`src/hw/uhp_pkg.sv`:
```
package uhp_pkg;
	// Timing
	localparam int unsigned CLK_HZ = 40_000_000;
	localparam int unsigned RST_MIN_NS = 40;
	localparam int unsigned RST_CYC = (RST_MIN_NS * (CLK_HZ / 1_000_000) + 999) / 1000;
	localparam int unsigned TMO_BITS = 40;
	// FIFOs
	localparam int unsigned FIFO_DEPTH = 64;
	localparam int unsigned FIFO_AW = 6;
	// Register indices, byte address = 4 * index
	localparam logic [2:0] IDX_DATA = 3'h0;
	localparam logic [2:0] IDX_MASK = 3'h1;
	localparam logic [2:0] IDX_FCTL = 3'h2;
	localparam logic [2:0] IDX_LCTL = 3'h3;
	localparam logic [2:0] IDX_MCTL = 3'h4;
	localparam logic [2:0] IDX_ISTAT = 3'h5;
	localparam logic [2:0] IDX_TXDIV = 3'h6;
	localparam logic [2:0] IDX_RXDIV = 3'h7;
	// fifo_control fields
	localparam int unsigned FC_EN = 0;
	localparam int unsigned FC_RXRST = 1;
	localparam int unsigned FC_TXRST = 2;
	localparam int unsigned FC_RXTRIG = 8;
	localparam int unsigned FC_TXTRIG = 16;
	localparam int unsigned FC_RXCNT = 8;
	localparam int unsigned FC_TXCNT = 16;
	// line_control fields
	localparam int unsigned LC_NINE = 0;
	localparam int unsigned LC_SWFC = 1;
	localparam int unsigned LC_HWFC = 2;
	localparam int unsigned LC_MARK = 3;
	localparam int unsigned LC_XON = 8;
	localparam int unsigned LC_XOFF = 16;
	// modem_control fields
	localparam int unsigned MC_RTS = 0;
	localparam int unsigned MC_RS485 = 3;
	localparam int unsigned MC_ANYXON = 5;
	localparam int unsigned MC_PRESC = 7;
	// Interrupt status bits
	localparam int unsigned IS_TX = 0;
	localparam int unsigned IS_RX = 1;
	localparam int unsigned IS_TMO = 2;
	localparam int unsigned IS_OVR = 3;
	localparam int unsigned IS_W = 4;
	// Reset values
	localparam logic [31:0] FCTL_RST = 32'h0000_0000;
	localparam logic [31:0] LCTL_RST = 32'h0013_1100;
	localparam logic [7:0] MCTL_RST = 8'h00;
	localparam logic [3:0] MASK_RST = 4'h0;
	// Oversampling codes
	localparam logic [1:0] OS_16 = 2'h0;
	localparam logic [1:0] OS_8 = 2'h1;
	localparam logic [1:0] OS_4 = 2'h2;

	typedef struct packed {
		logic [1:0] os;
		logic [3:0] frac;
		logic [15:0] div;
	} uhp_brg_t;

	localparam uhp_brg_t BRG_RST = 22'h000001;

	typedef enum logic [2:0] {
		S_IDLE = 3'h0,
		S_START = 3'h1,
		S_DATA = 3'h3,
		S_NINTH = 3'h2,
		S_STOP = 3'h6
	} uhp_ser_t;
endpackage

```
`src/hw/uhp_uart.sv`:
```
`timescale 1ns/1ps
// Summary of operation
// - Host port carries 32 data bits, three address bits select eight registers.
// - Register accesses finish without waiting on any baud or reference timing.
// - Bus style pin picks reset polarity and interrupt output form.
// - Reset held over 40 ns returns registers and serial outputs to defaults.
// - Separate 64-byte transmit and receive FIFOs sit between host and shifters.
// - Reference clock passes a divide-by-1-or-4 prescaler before the baud generators.
// - modem_control bit 7 selects divide by 4, clear selects divide by 1.
// - With modem_control bit 5 set, any received character other than Xoff releases a software halt.
// - FIFOs off: interrupt asserts while tx_holding is empty, either polarity.
// - FIFOs on: interrupt asserts while transmit FIFO is at or below trigger.
// - FIFOs off: interrupt asserts while a byte waits in rx_holding.
// - FIFOs on: interrupt asserts above receive trigger or on receive timeout.
// - 4X oversampling is supported beside 8X and 16X.
// - Nine-bit multidrop, RS-485 direction, separate baud rates, fractional divisor.
// - Automatic RTS/CTS and Xon/Xoff flow control without host help.
// - One clock, SYS_CLK, drives both the baud generators and the host port.
module uhp_uart (
	// Clock and reset
	input wire logic SYS_CLK,
	input wire logic RESETN,
	// APB slave
	input wire logic PSEL,
	input wire logic PENABLE,
	input wire logic PWRITE,
	input wire logic [7:0] PADDR,
	input wire logic [31:0] PWDATA,
	output logic [31:0] PRDATA,
	output logic PREADY,
	output logic PSLVERR,
	// Mode and reset pins
	input wire logic BUS_STYLE,
	input wire logic UART_RESET,
	// Interrupts
	output logic HOST_INTERRUPT,
	output logic IRQ_N_O,
	output logic IRQ_N_OE,
	// Serial pins
	input wire logic RXD,
	input wire logic CTS_N,
	output logic TXD,
	output logic RTS_N,
	output logic DIR
);
	import uhp_pkg::*;

	function automatic logic [4:0] os_len(input logic [1:0] os);
		os_len = (os == OS_4) ? 5'h04 : (os == OS_8) ? 5'h08 : 5'h10;
	endfunction

	// Fractional divisor: fixed point in sixteenths, one sample tick per wrap
	function automatic logic [20:0] brg_step(input logic [19:0] acc, input uhp_brg_t b);
		logic [20:0] sum;
		logic [20:0] d;
		sum = {1'b0, acc} + 21'h000010;
		d = ({b.div, b.frac} < 20'h00010) ? 21'h000010 : {1'b0, b.div, b.frac};
		brg_step = (sum >= d) ? {1'b1, 20'(sum - d)} : {1'b0, sum[19:0]};
	endfunction

	// Pin synchronisers
	logic [1:0] style_sy_ff, urst_sy_ff, rxd_sy_ff, cts_sy_ff;
	always_ff @(posedge SYS_CLK) begin
		style_sy_ff <= {style_sy_ff[0], BUS_STYLE};
		urst_sy_ff <= {urst_sy_ff[0], UART_RESET};
		rxd_sy_ff <= {rxd_sy_ff[0], RXD};
		cts_sy_ff <= {cts_sy_ff[0], CTS_N};
	end
	wire style = style_sy_ff[1];

	// Pin reset: polarity follows bus style, must hold RST_CYC cycles
	logic [1:0] prst_cnt_ff;
	wire prst_act = style ? urst_sy_ff[1] : ~urst_sy_ff[1];
	wire prst_done = prst_cnt_ff >= 2'(RST_CYC - 1);
	always_ff @(posedge SYS_CLK) begin
		if (!RESETN || !prst_act)
			prst_cnt_ff <= 2'h0;
		else if (!prst_done)
			prst_cnt_ff <= prst_cnt_ff + 2'h1;
	end
	wire rst = !RESETN || (prst_act && prst_done);

	// APB decode, zero wait state
	wire [2:0] idx = PADDR[4:2];
	wire mapped = (PADDR[7:5] == 3'h0) && (PADDR[1:0] == 2'h0);
	wire setup = PSEL && !PENABLE;
	wire acc_ok = PSEL && PENABLE && mapped;
	wire wr = acc_ok && PWRITE;
	wire rd = acc_ok && !PWRITE;
	assign PREADY = PSEL && PENABLE;
	assign PSLVERR = PSEL && PENABLE && !mapped;

	// Registers
	logic [31:0] fctl_ff, lctl_ff;
	logic [7:0] mctl_ff;
	logic [IS_W-1:0] mask_ff, stat_ff;
	uhp_brg_t txdiv_ff, rxdiv_ff;
	wire fen = fctl_ff[FC_EN];
	wire [5:0] rx_trig = fctl_ff[FC_RXTRIG +: 6];
	wire [5:0] tx_trig = fctl_ff[FC_TXTRIG +: 6];
	wire [7:0] xon_ch = lctl_ff[LC_XON +: 8];
	wire [7:0] xoff_ch = lctl_ff[LC_XOFF +: 8];
	always_ff @(posedge SYS_CLK) begin
		if (rst) begin
			fctl_ff <= FCTL_RST;
			lctl_ff <= LCTL_RST;
			mctl_ff <= MCTL_RST;
			mask_ff <= MASK_RST;
			txdiv_ff <= BRG_RST;
			rxdiv_ff <= BRG_RST;
		end else if (wr) begin
			if (idx == IDX_FCTL)
				fctl_ff <= PWDATA & 32'h003f_3f01;
			if (idx == IDX_LCTL)
				lctl_ff <= PWDATA & 32'h00ff_ff0f;
			if (idx == IDX_MCTL)
				mctl_ff <= PWDATA[7:0];
			if (idx == IDX_MASK)
				mask_ff <= PWDATA[IS_W-1:0];
			if (idx == IDX_TXDIV)
				txdiv_ff <= PWDATA[21:0];
			if (idx == IDX_RXDIV)
				rxdiv_ff <= PWDATA[21:0];
		end
	end
	wire fifo_rx_clr = wr && idx == IDX_FCTL && PWDATA[FC_RXRST];
	wire fifo_tx_clr = wr && idx == IDX_FCTL && PWDATA[FC_TXRST];

	// FIFOs; with FIFOs off each acts as a one-byte holding register
	logic [7:0] tx_mem [FIFO_DEPTH];
	logic [7:0] rx_mem [FIFO_DEPTH];
	logic [FIFO_AW-1:0] tx_wp_ff, tx_rp_ff, rx_wp_ff, rx_rp_ff;
	logic [FIFO_AW:0] tx_cnt_ff, rx_cnt_ff;
	wire [FIFO_AW:0] cap = fen ? 7'(FIFO_DEPTH) : 7'h01;
	wire tx_full = tx_cnt_ff >= cap;
	wire rx_full = rx_cnt_ff >= cap;
	wire tx_push = wr && idx == IDX_DATA && !tx_full;
	wire rx_pop = rd && idx == IDX_DATA && rx_cnt_ff != 7'h00;
	logic tx_pop, rx_push;
	logic [7:0] rx_byte_ff;
	always_ff @(posedge SYS_CLK) begin
		if (tx_push)
			tx_mem[tx_wp_ff] <= PWDATA[7:0];
		if (rx_push)
			rx_mem[rx_wp_ff] <= rx_byte_ff;
	end
	always_ff @(posedge SYS_CLK) begin
		if (rst || fifo_tx_clr) begin
			tx_wp_ff <= '0;
			tx_rp_ff <= '0;
			tx_cnt_ff <= '0;
		end else begin
			tx_wp_ff <= tx_wp_ff + FIFO_AW'(tx_push);
			tx_rp_ff <= tx_rp_ff + FIFO_AW'(tx_pop);
			tx_cnt_ff <= tx_cnt_ff + 7'(tx_push) - 7'(tx_pop);
		end
	end
	always_ff @(posedge SYS_CLK) begin
		if (rst || fifo_rx_clr) begin
			rx_wp_ff <= '0;
			rx_rp_ff <= '0;
			rx_cnt_ff <= '0;
		end else begin
			rx_wp_ff <= rx_wp_ff + FIFO_AW'(rx_push);
			rx_rp_ff <= rx_rp_ff + FIFO_AW'(rx_pop);
			rx_cnt_ff <= rx_cnt_ff + 7'(rx_push) - 7'(rx_pop);
		end
	end

	// Prescaler and baud generators; host port never waits on them
	logic [1:0] pre_ff;
	logic [19:0] tx_acc_ff, rx_acc_ff;
	wire pre_tick = mctl_ff[MC_PRESC] ? (pre_ff == 2'h3) : 1'b1;
	wire [20:0] tx_step = brg_step(tx_acc_ff, txdiv_ff);
	wire [20:0] rx_step = brg_step(rx_acc_ff, rxdiv_ff);
	wire tx_tick = pre_tick && tx_step[20];
	wire rx_tick = pre_tick && rx_step[20];
	always_ff @(posedge SYS_CLK) begin
		if (rst) begin
			pre_ff <= 2'h0;
			tx_acc_ff <= '0;
			rx_acc_ff <= '0;
		end else begin
			pre_ff <= pre_ff + 2'h1;
			if (pre_tick) begin
				tx_acc_ff <= tx_step[19:0];
				rx_acc_ff <= rx_step[19:0];
			end
		end
	end

	// Transmitter
	uhp_ser_t tx_st_ff;
	logic [4:0] tx_os_ff;
	logic [2:0] tx_bit_ff;
	logic [7:0] tx_sh_ff;
	logic txd_ff, halt_ff;
	wire [4:0] tx_osl = os_len(txdiv_ff.os);
	wire tx_bdone = tx_tick && tx_os_ff == tx_osl - 5'h01;
	wire tx_hold = (lctl_ff[LC_HWFC] && cts_sy_ff[1]) || (lctl_ff[LC_SWFC] && halt_ff);
	assign tx_pop = tx_tick && tx_st_ff == S_IDLE && tx_cnt_ff != 7'h00 && !tx_hold;
	always_ff @(posedge SYS_CLK) begin
		if (rst) begin
			tx_st_ff <= S_IDLE;
			tx_os_ff <= 5'h00;
			tx_bit_ff <= 3'h0;
			tx_sh_ff <= 8'h00;
			txd_ff <= 1'b1;
		end else if (tx_pop) begin
			tx_st_ff <= S_START;
			tx_os_ff <= 5'h00;
			tx_sh_ff <= tx_mem[tx_rp_ff];
			txd_ff <= 1'b0;
		end else if (tx_tick && tx_st_ff != S_IDLE) begin
			tx_os_ff <= tx_bdone ? 5'h00 : tx_os_ff + 5'h01;
			if (tx_bdone) begin
				case (tx_st_ff)
					S_START: begin
						tx_st_ff <= S_DATA;
						tx_bit_ff <= 3'h0;
						txd_ff <= tx_sh_ff[0];
					end
					S_DATA: begin
						tx_sh_ff <= {1'b0, tx_sh_ff[7:1]};
						tx_bit_ff <= tx_bit_ff + 3'h1;
						if (tx_bit_ff == 3'h7) begin
							tx_st_ff <= lctl_ff[LC_NINE] ? S_NINTH : S_STOP;
							txd_ff <= lctl_ff[LC_NINE] ? lctl_ff[LC_MARK] : 1'b1;
						end else
							txd_ff <= tx_sh_ff[1];
					end
					S_NINTH: begin
						tx_st_ff <= S_STOP;
						txd_ff <= 1'b1;
					end
					default: begin
						tx_st_ff <= S_IDLE;
						txd_ff <= 1'b1;
					end
				endcase
			end
		end
	end
	assign TXD = txd_ff;
	assign DIR = mctl_ff[MC_RS485] && tx_st_ff != S_IDLE;

	// Receiver
	uhp_ser_t rx_st_ff;
	logic [4:0] rx_os_ff;
	logic [2:0] rx_bit_ff;
	logic [7:0] rx_sh_ff;
	logic rx_got_ff, ovr_ev;
	wire rxd = rxd_sy_ff[1];
	wire [4:0] rx_osl = os_len(rxdiv_ff.os);
	wire rx_mid = rx_os_ff == {1'b0, rx_osl[4:1]} - 5'h01;
	wire rx_end = rx_os_ff == rx_osl - 5'h01;
	always_ff @(posedge SYS_CLK) begin
		if (rst) begin
			rx_st_ff <= S_IDLE;
			rx_os_ff <= 5'h00;
			rx_bit_ff <= 3'h0;
			rx_sh_ff <= 8'h00;
			rx_got_ff <= 1'b0;
			rx_byte_ff <= 8'h00;
		end else begin
			rx_got_ff <= 1'b0;
			if (rx_tick) begin
				rx_os_ff <= rx_os_ff + 5'h01;
				case (rx_st_ff)
					S_IDLE: begin
						rx_os_ff <= 5'h00;
						if (!rxd)
							rx_st_ff <= S_START;
					end
					S_START: if (rx_mid) begin
						rx_os_ff <= 5'h00;
						rx_bit_ff <= 3'h0;
						rx_st_ff <= rxd ? S_IDLE : S_DATA;
					end
					S_DATA: if (rx_end) begin
						rx_os_ff <= 5'h00;
						rx_sh_ff <= {rxd, rx_sh_ff[7:1]};
						rx_bit_ff <= rx_bit_ff + 3'h1;
						if (rx_bit_ff == 3'h7)
							rx_st_ff <= lctl_ff[LC_NINE] ? S_NINTH : S_STOP;
					end
					S_NINTH: if (rx_end) begin
						rx_os_ff <= 5'h00;
						rx_st_ff <= S_STOP;
					end
					S_STOP: if (rx_end) begin
						rx_st_ff <= S_IDLE;
						rx_got_ff <= rxd;
						rx_byte_ff <= rx_sh_ff;
					end
					default: rx_st_ff <= S_IDLE;
				endcase
			end
		end
	end
	assign rx_push = rx_got_ff && !rx_full;
	assign ovr_ev = rx_got_ff && rx_full;

	// Software flow control from received characters
	always_ff @(posedge SYS_CLK) begin
		if (rst || !lctl_ff[LC_SWFC])
			halt_ff <= 1'b0;
		else if (rx_got_ff) begin
			if (rx_byte_ff == xoff_ch)
				halt_ff <= 1'b1;
			else if (rx_byte_ff == xon_ch || mctl_ff[MC_ANYXON])
				halt_ff <= 1'b0;
		end
	end
	assign RTS_N = lctl_ff[LC_HWFC] ? (rx_cnt_ff > {1'b0, rx_trig}) : !mctl_ff[MC_RTS];

	// Receive timeout: TMO_BITS bit times with data waiting and no traffic
	logic [10:0] tmo_ff;
	wire [10:0] tmo_lim = 11'(rx_osl) * 11'(TMO_BITS);
	wire tmo = tmo_ff >= tmo_lim;
	always_ff @(posedge SYS_CLK) begin
		if (rst || rx_push || rx_pop || rx_cnt_ff == 7'h00 || rx_st_ff != S_IDLE)
			tmo_ff <= 11'h000;
		else if (rx_tick && !tmo)
			tmo_ff <= tmo_ff + 11'h001;
	end

	// Interrupt conditions per FIFO mode
	wire tx_cond = fen ? (tx_cnt_ff <= {1'b0, tx_trig}) : (tx_cnt_ff == 7'h00);
	wire rx_cond = fen ? (rx_cnt_ff > {1'b0, rx_trig}) : (rx_cnt_ff != 7'h00);
	wire [IS_W-1:0] ev = {ovr_ev, fen && tmo, rx_cond, tx_cond};

	// Read data captured in setup; only reported bits are cleared on access
	logic [31:0] prdata_ff;
	logic [31:0] rmux;
	always_comb begin
		rmux = 32'h0000_0000;
		case (idx)
			IDX_DATA: rmux = {24'h000000, rx_mem[rx_rp_ff]};
			IDX_MASK: rmux = {28'h0000000, mask_ff};
			IDX_FCTL: rmux = {9'h000, tx_cnt_ff, 1'b0, rx_cnt_ff, 7'h00, fen};
			IDX_LCTL: rmux = lctl_ff;
			IDX_MCTL: rmux = {24'h000000, mctl_ff};
			IDX_ISTAT: rmux = {28'h0000000, stat_ff};
			IDX_TXDIV: rmux = {10'h000, txdiv_ff};
			default: rmux = {10'h000, rxdiv_ff};
		endcase
	end
	always_ff @(posedge SYS_CLK) begin
		if (rst)
			prdata_ff <= 32'h0000_0000;
		else if (setup)
			prdata_ff <= (!PWRITE && mapped) ? rmux : 32'h0000_0000;
	end
	assign PRDATA = prdata_ff;

	wire [IS_W-1:0] st_clr = (rd && idx == IDX_ISTAT) ? prdata_ff[IS_W-1:0] : '0;
	always_ff @(posedge SYS_CLK) begin
		if (rst)
			stat_ff <= '0;
		else
			stat_ff <= (stat_ff & ~st_clr) | ev;
	end

	wire irq = |(stat_ff & mask_ff);
	assign HOST_INTERRUPT = style && irq;
	assign IRQ_N_O = 1'b0;
	assign IRQ_N_OE = !style && irq;
endmodule // uhp_uart

```
`config.mk`:
```
export PLATFORM = sky130hd
export DESIGN_NAME = uhp_uart
export DESIGN_NICKNAME = d
export VERILOG_FILES = /design/src/hw/uhp_pkg.sv /design/src/hw/uhp_uart.sv
export SDC_FILE = /design/constraint.sdc
export NUM_CORES = 2
export LEC_CHECK = 0
export ABC_AREA = 1
export BUFFER_PORTS_ARGS = -buffer_cell sky130_fd_sc_hd__buf_2
export CORE_MARGIN = 10
export CORE_UTILIZATION = 45
export CTS_CLUSTER_SIZE = 8
export DETAILED_ROUTE_END_ITERATION = 8
export HOLD_SLACK_MARGIN = 0.02
export PLACE_DENSITY = 0.63
export SYNTH_ARGS = -nofsm -noshare
export SYNTH_HDL_FRONTEND = slang
export SYNTH_SLANG_ARGS = --single-unit
```
`constraint.sdc`:
```
create_clock -name SYS_CLK -period 11.83 [get_ports SYS_CLK]
set_input_delay 0.5915 -clock SYS_CLK [delete_from_list [all_inputs] [get_ports SYS_CLK]]
set_output_delay 0.5915 -clock SYS_CLK [all_outputs]
set_load 0.005 [all_outputs]
```
==> results_dict.tcl <==
set metrics [dict create \
    met3_length_mm 10.4 \
    grt_use_total 0.205 \
    overflow 0 \
    holdWs_ps 84.5 \
    drtIter0Drc 3889 \
    ys_seq_area_frac 0.632 \
    num_rows 130 \
    globalplace.congestion 0.917 \
    clock_latency_ps 800 \
    setup_violations 0 \
    worstPathRequired_ps 12490 \
    reg2regPathDepth 31 \
    critPathMostFrequentCell "nor2_1" \
    syn-mean-instance-area_sq_um 9.99 \
    htree_levels 4 \
    max_cap_viol_count 0 \
    drt_first_pass_iters 6 \
    highest_layer "met5" \
    wirelength_met1_mm 65.4 \
    die_x_microns 376 \
    slowest_stage "nand4_2" \
    slew_violations 0 \
    whs_path_depth 3 \
    mostFrequentLayoutCell "nand2_1" \
    worst_hold_path_type "input pin to register" \
    syn2layout_area_growth_pct 11.6 \
    layout_common_cells "1112 x nand2_1, 1024 x edfxtp_1, 910 x nor2_1, 486 x o21ai_0, 421 x nand3_1" \
    clk_pin_slew_worst_paths_ps 50 \
    netlist_area_sq_um 57100 \
    drc_errors 0 \
    start_kind "register" \
    dieArea_sq_um 142000 \
    die_y_microns 376 \
    min_period_ps 5360 \
    cts.path.max_buffers 3 \
    ios 89 \
    grt_pass1_vias 38900 \
    drive_gt1_frac 0.0643 \
    timing.final.crit_share 0.453 \
    drt_wl_total_mm 150 \
    cp-end-kind "register" \
    ant_nets 0 \
    avgViaCountPerCell 5.49 \
    grt_pass1_wl_mm 228 \
    fillers 11200 \
    dp_slack_ps 6500 \
    grt_start_max_net_pins 124 \
    syn_inst 5716 \
    rsz0062_at_grt "no" \
    ir_drop_mv 0.172 \
    hold_viol 0 \
    outcome "complete, no violations" \
    rrSetupSlack_ps 6470 \
    antenna_found_initial 3 \
    cts_made_buffers 179 \
    ys_warn_count 0 \
    cellLeakagePower_nw 22.5 \
    fp.coreArea_sq_um 126000 \
    num_vias 41000 \
    critPathKind "register to register" \
    cp_max_fo 21 \
    clock-sinks 1291 \
    worst_slew_pin_slew_ps 1230 \
    hpwl_mm 90.4 \
    final_nets 5905 \
    post_cts_buffers 0 \
    synth_cell_types 60 \
    finalSetupTns_ps 0 \
    p_total_mw 11.9 \
    routedWlPerCell_microns 20.1 \
    initial_utilization 0.454 \
    wl_met2_mm 69.9 \
    clock_skew_ps 62.7 \
    max_clock_freq_mhz 187 \
    crit_arrival_ps 6020 \
    slew_headroom 0.179 \
    cts_tree "done" \
    numPortBuffers 71 \
    power_density_nw_per_um2 187 \
    max_stage_delay_ps 430 \
    ys_seq_elements 1291 \
    layout_setup_ws_ps 6470 \
    root_buffer "clkbuf_16" \
]
==> logic make-up (layout without fill, tap and decap cells) <==
family	Yosys count	count (layout)	share of synthesized area
compound gates	1005	1005	0.0971
xor+xnor	94	94	0.0144
fa+ha+maj	114	114	0.0255
buf+inv	654	743	0.0474
flops	1291	1291	0.632
other cells	1	10	0.0000656
simple gates	2557	2557	0.184
==> synthesized netlist by cell type (all sizes together) <==
cell type,instances,area [sq um]
nand4,32,240
a211oi,4,30.0
clkinv,4,15.0
conb,1,3.75
nor3,28,166
and3,7,43.8
o21a,1,7.51
o211a,2,20.0
a22oi,8,60.1
nand2b,1,6.26
a221oi,5,43.8
o2111ai,1,8.76
buf,140,777
a21boi,4,30.0
a2111oi,2,17.5
a22o,1,8.76
o22ai,37,231
xnor2,35,307
fa,4,80.1
nor3b,8,60.1
edfxtp,1024,30700
o32a,1,10.0
o21ai,488,2440
nand3b,4,30.0
o221ai,19,166
inv,362,1360
a21oi,304,1520
clkbuf,148,556
nand3,427,2170
nor4,10,62.6
o21bai,12,90.1
xor2,59,517
a2bb2oi,1,8.76
a31oi,15,93.8
nand2,1118,4220
o211ai,87,653
nor2,917,3460
dfxtp,267,5350
o221a,1,11.3
or2,5,31.3
ha,110,1380
o31ai,4,30.0
a21o,8,60.1
==> worst max-delay path: cells and delay by family, from the launching register on <==
| kind | cells | cell delay [ps] |
|---|---|---|
| simple gates | 17 | 2440 |
| fa+ha+maj | 4 | 1170 |
| buf+inv | 4 | 560 |
| compound gates | 5 | 490 |
| flops | 1 | 380 |
| xor+xnor | 1 | 160 |
==> area by class of cell <==
cell class              count  area (sq um)  area share
clock inverters            14           295     0.00463
clock buffers             238          4750      0.0745
well taps                1650          2060      0.0324
flip-flops and latches   1291         36100       0.566
inverters                 366          1390      0.0218
multi-input cells        3779         18400       0.288
diodes                      1          2.50   0.0000392
repair buffers            125           771      0.0121
==> metal layers <==
metal | GRT usage | vias to the layer above
met3 | 0.0368 | 272
met5 | 0 | -
met4 | 0.0636 | 2
li1 | - | 19700
met2 | 0.332 | 1352
met1 | 0.278 | 19700
==> path summary, 6_finish.rpt <==
| check | startpoint | end |
|---|---|---|
| setup / recovery | tx_acc_ff[6] | tx_cnt_ff[6] |
| hold / removal | RESETN | prst_cnt_ff[1] |
| setup reg to reg | tx_acc_ff[6] | tx_cnt_ff[6] |
| hold reg to reg | style_sy_ff[0] | style_sy_ff[1] |
==> flip-flops by register name (all words and copies together) (netlist names), 8 cells and up <==
name,flops
txdiv_ff,22
lctl_ff,20
fctl_ff,13
PRDATA,24
rx_acc_ff,20
mctl_ff,8
tx_sh_ff,8
rx_sh_ff,8
rx_byte_ff,8
tx_acc_ff,20
rx_mem,512
tx_mem,512
rxdiv_ff,22
tmo_ff,11
==> where the power goes <==
group / switching [mW] / total, mW / leakage, nW / internal, mW
registers: 0.0804 / 5.03 / 10.3 / 4.95
clock network: 1.90 / 4.67 / 2.43 / 2.78
logic: 1.52 / 2.23 / 9.74 / 0.711
total: 3.49 / 11.9 / 22.5 / 8.44
==> through the flow <==
step,util,cell area [sq um],std cells
global placement,0.466,58700,7207
detailed placement,0.466,58700,7207
finish,0.507,63800,7464
floorplan,-,57200,5724
CTS,0.507,63800,7463
global route,0.507,63800,7463
==> what timing repair did <==
item	CTS	global route
gates resized for setup	0	0
hold buffers	4	0
endpoints found under the hold margin	4	0
No activity file was read; power rests on OpenSTA's default activity.
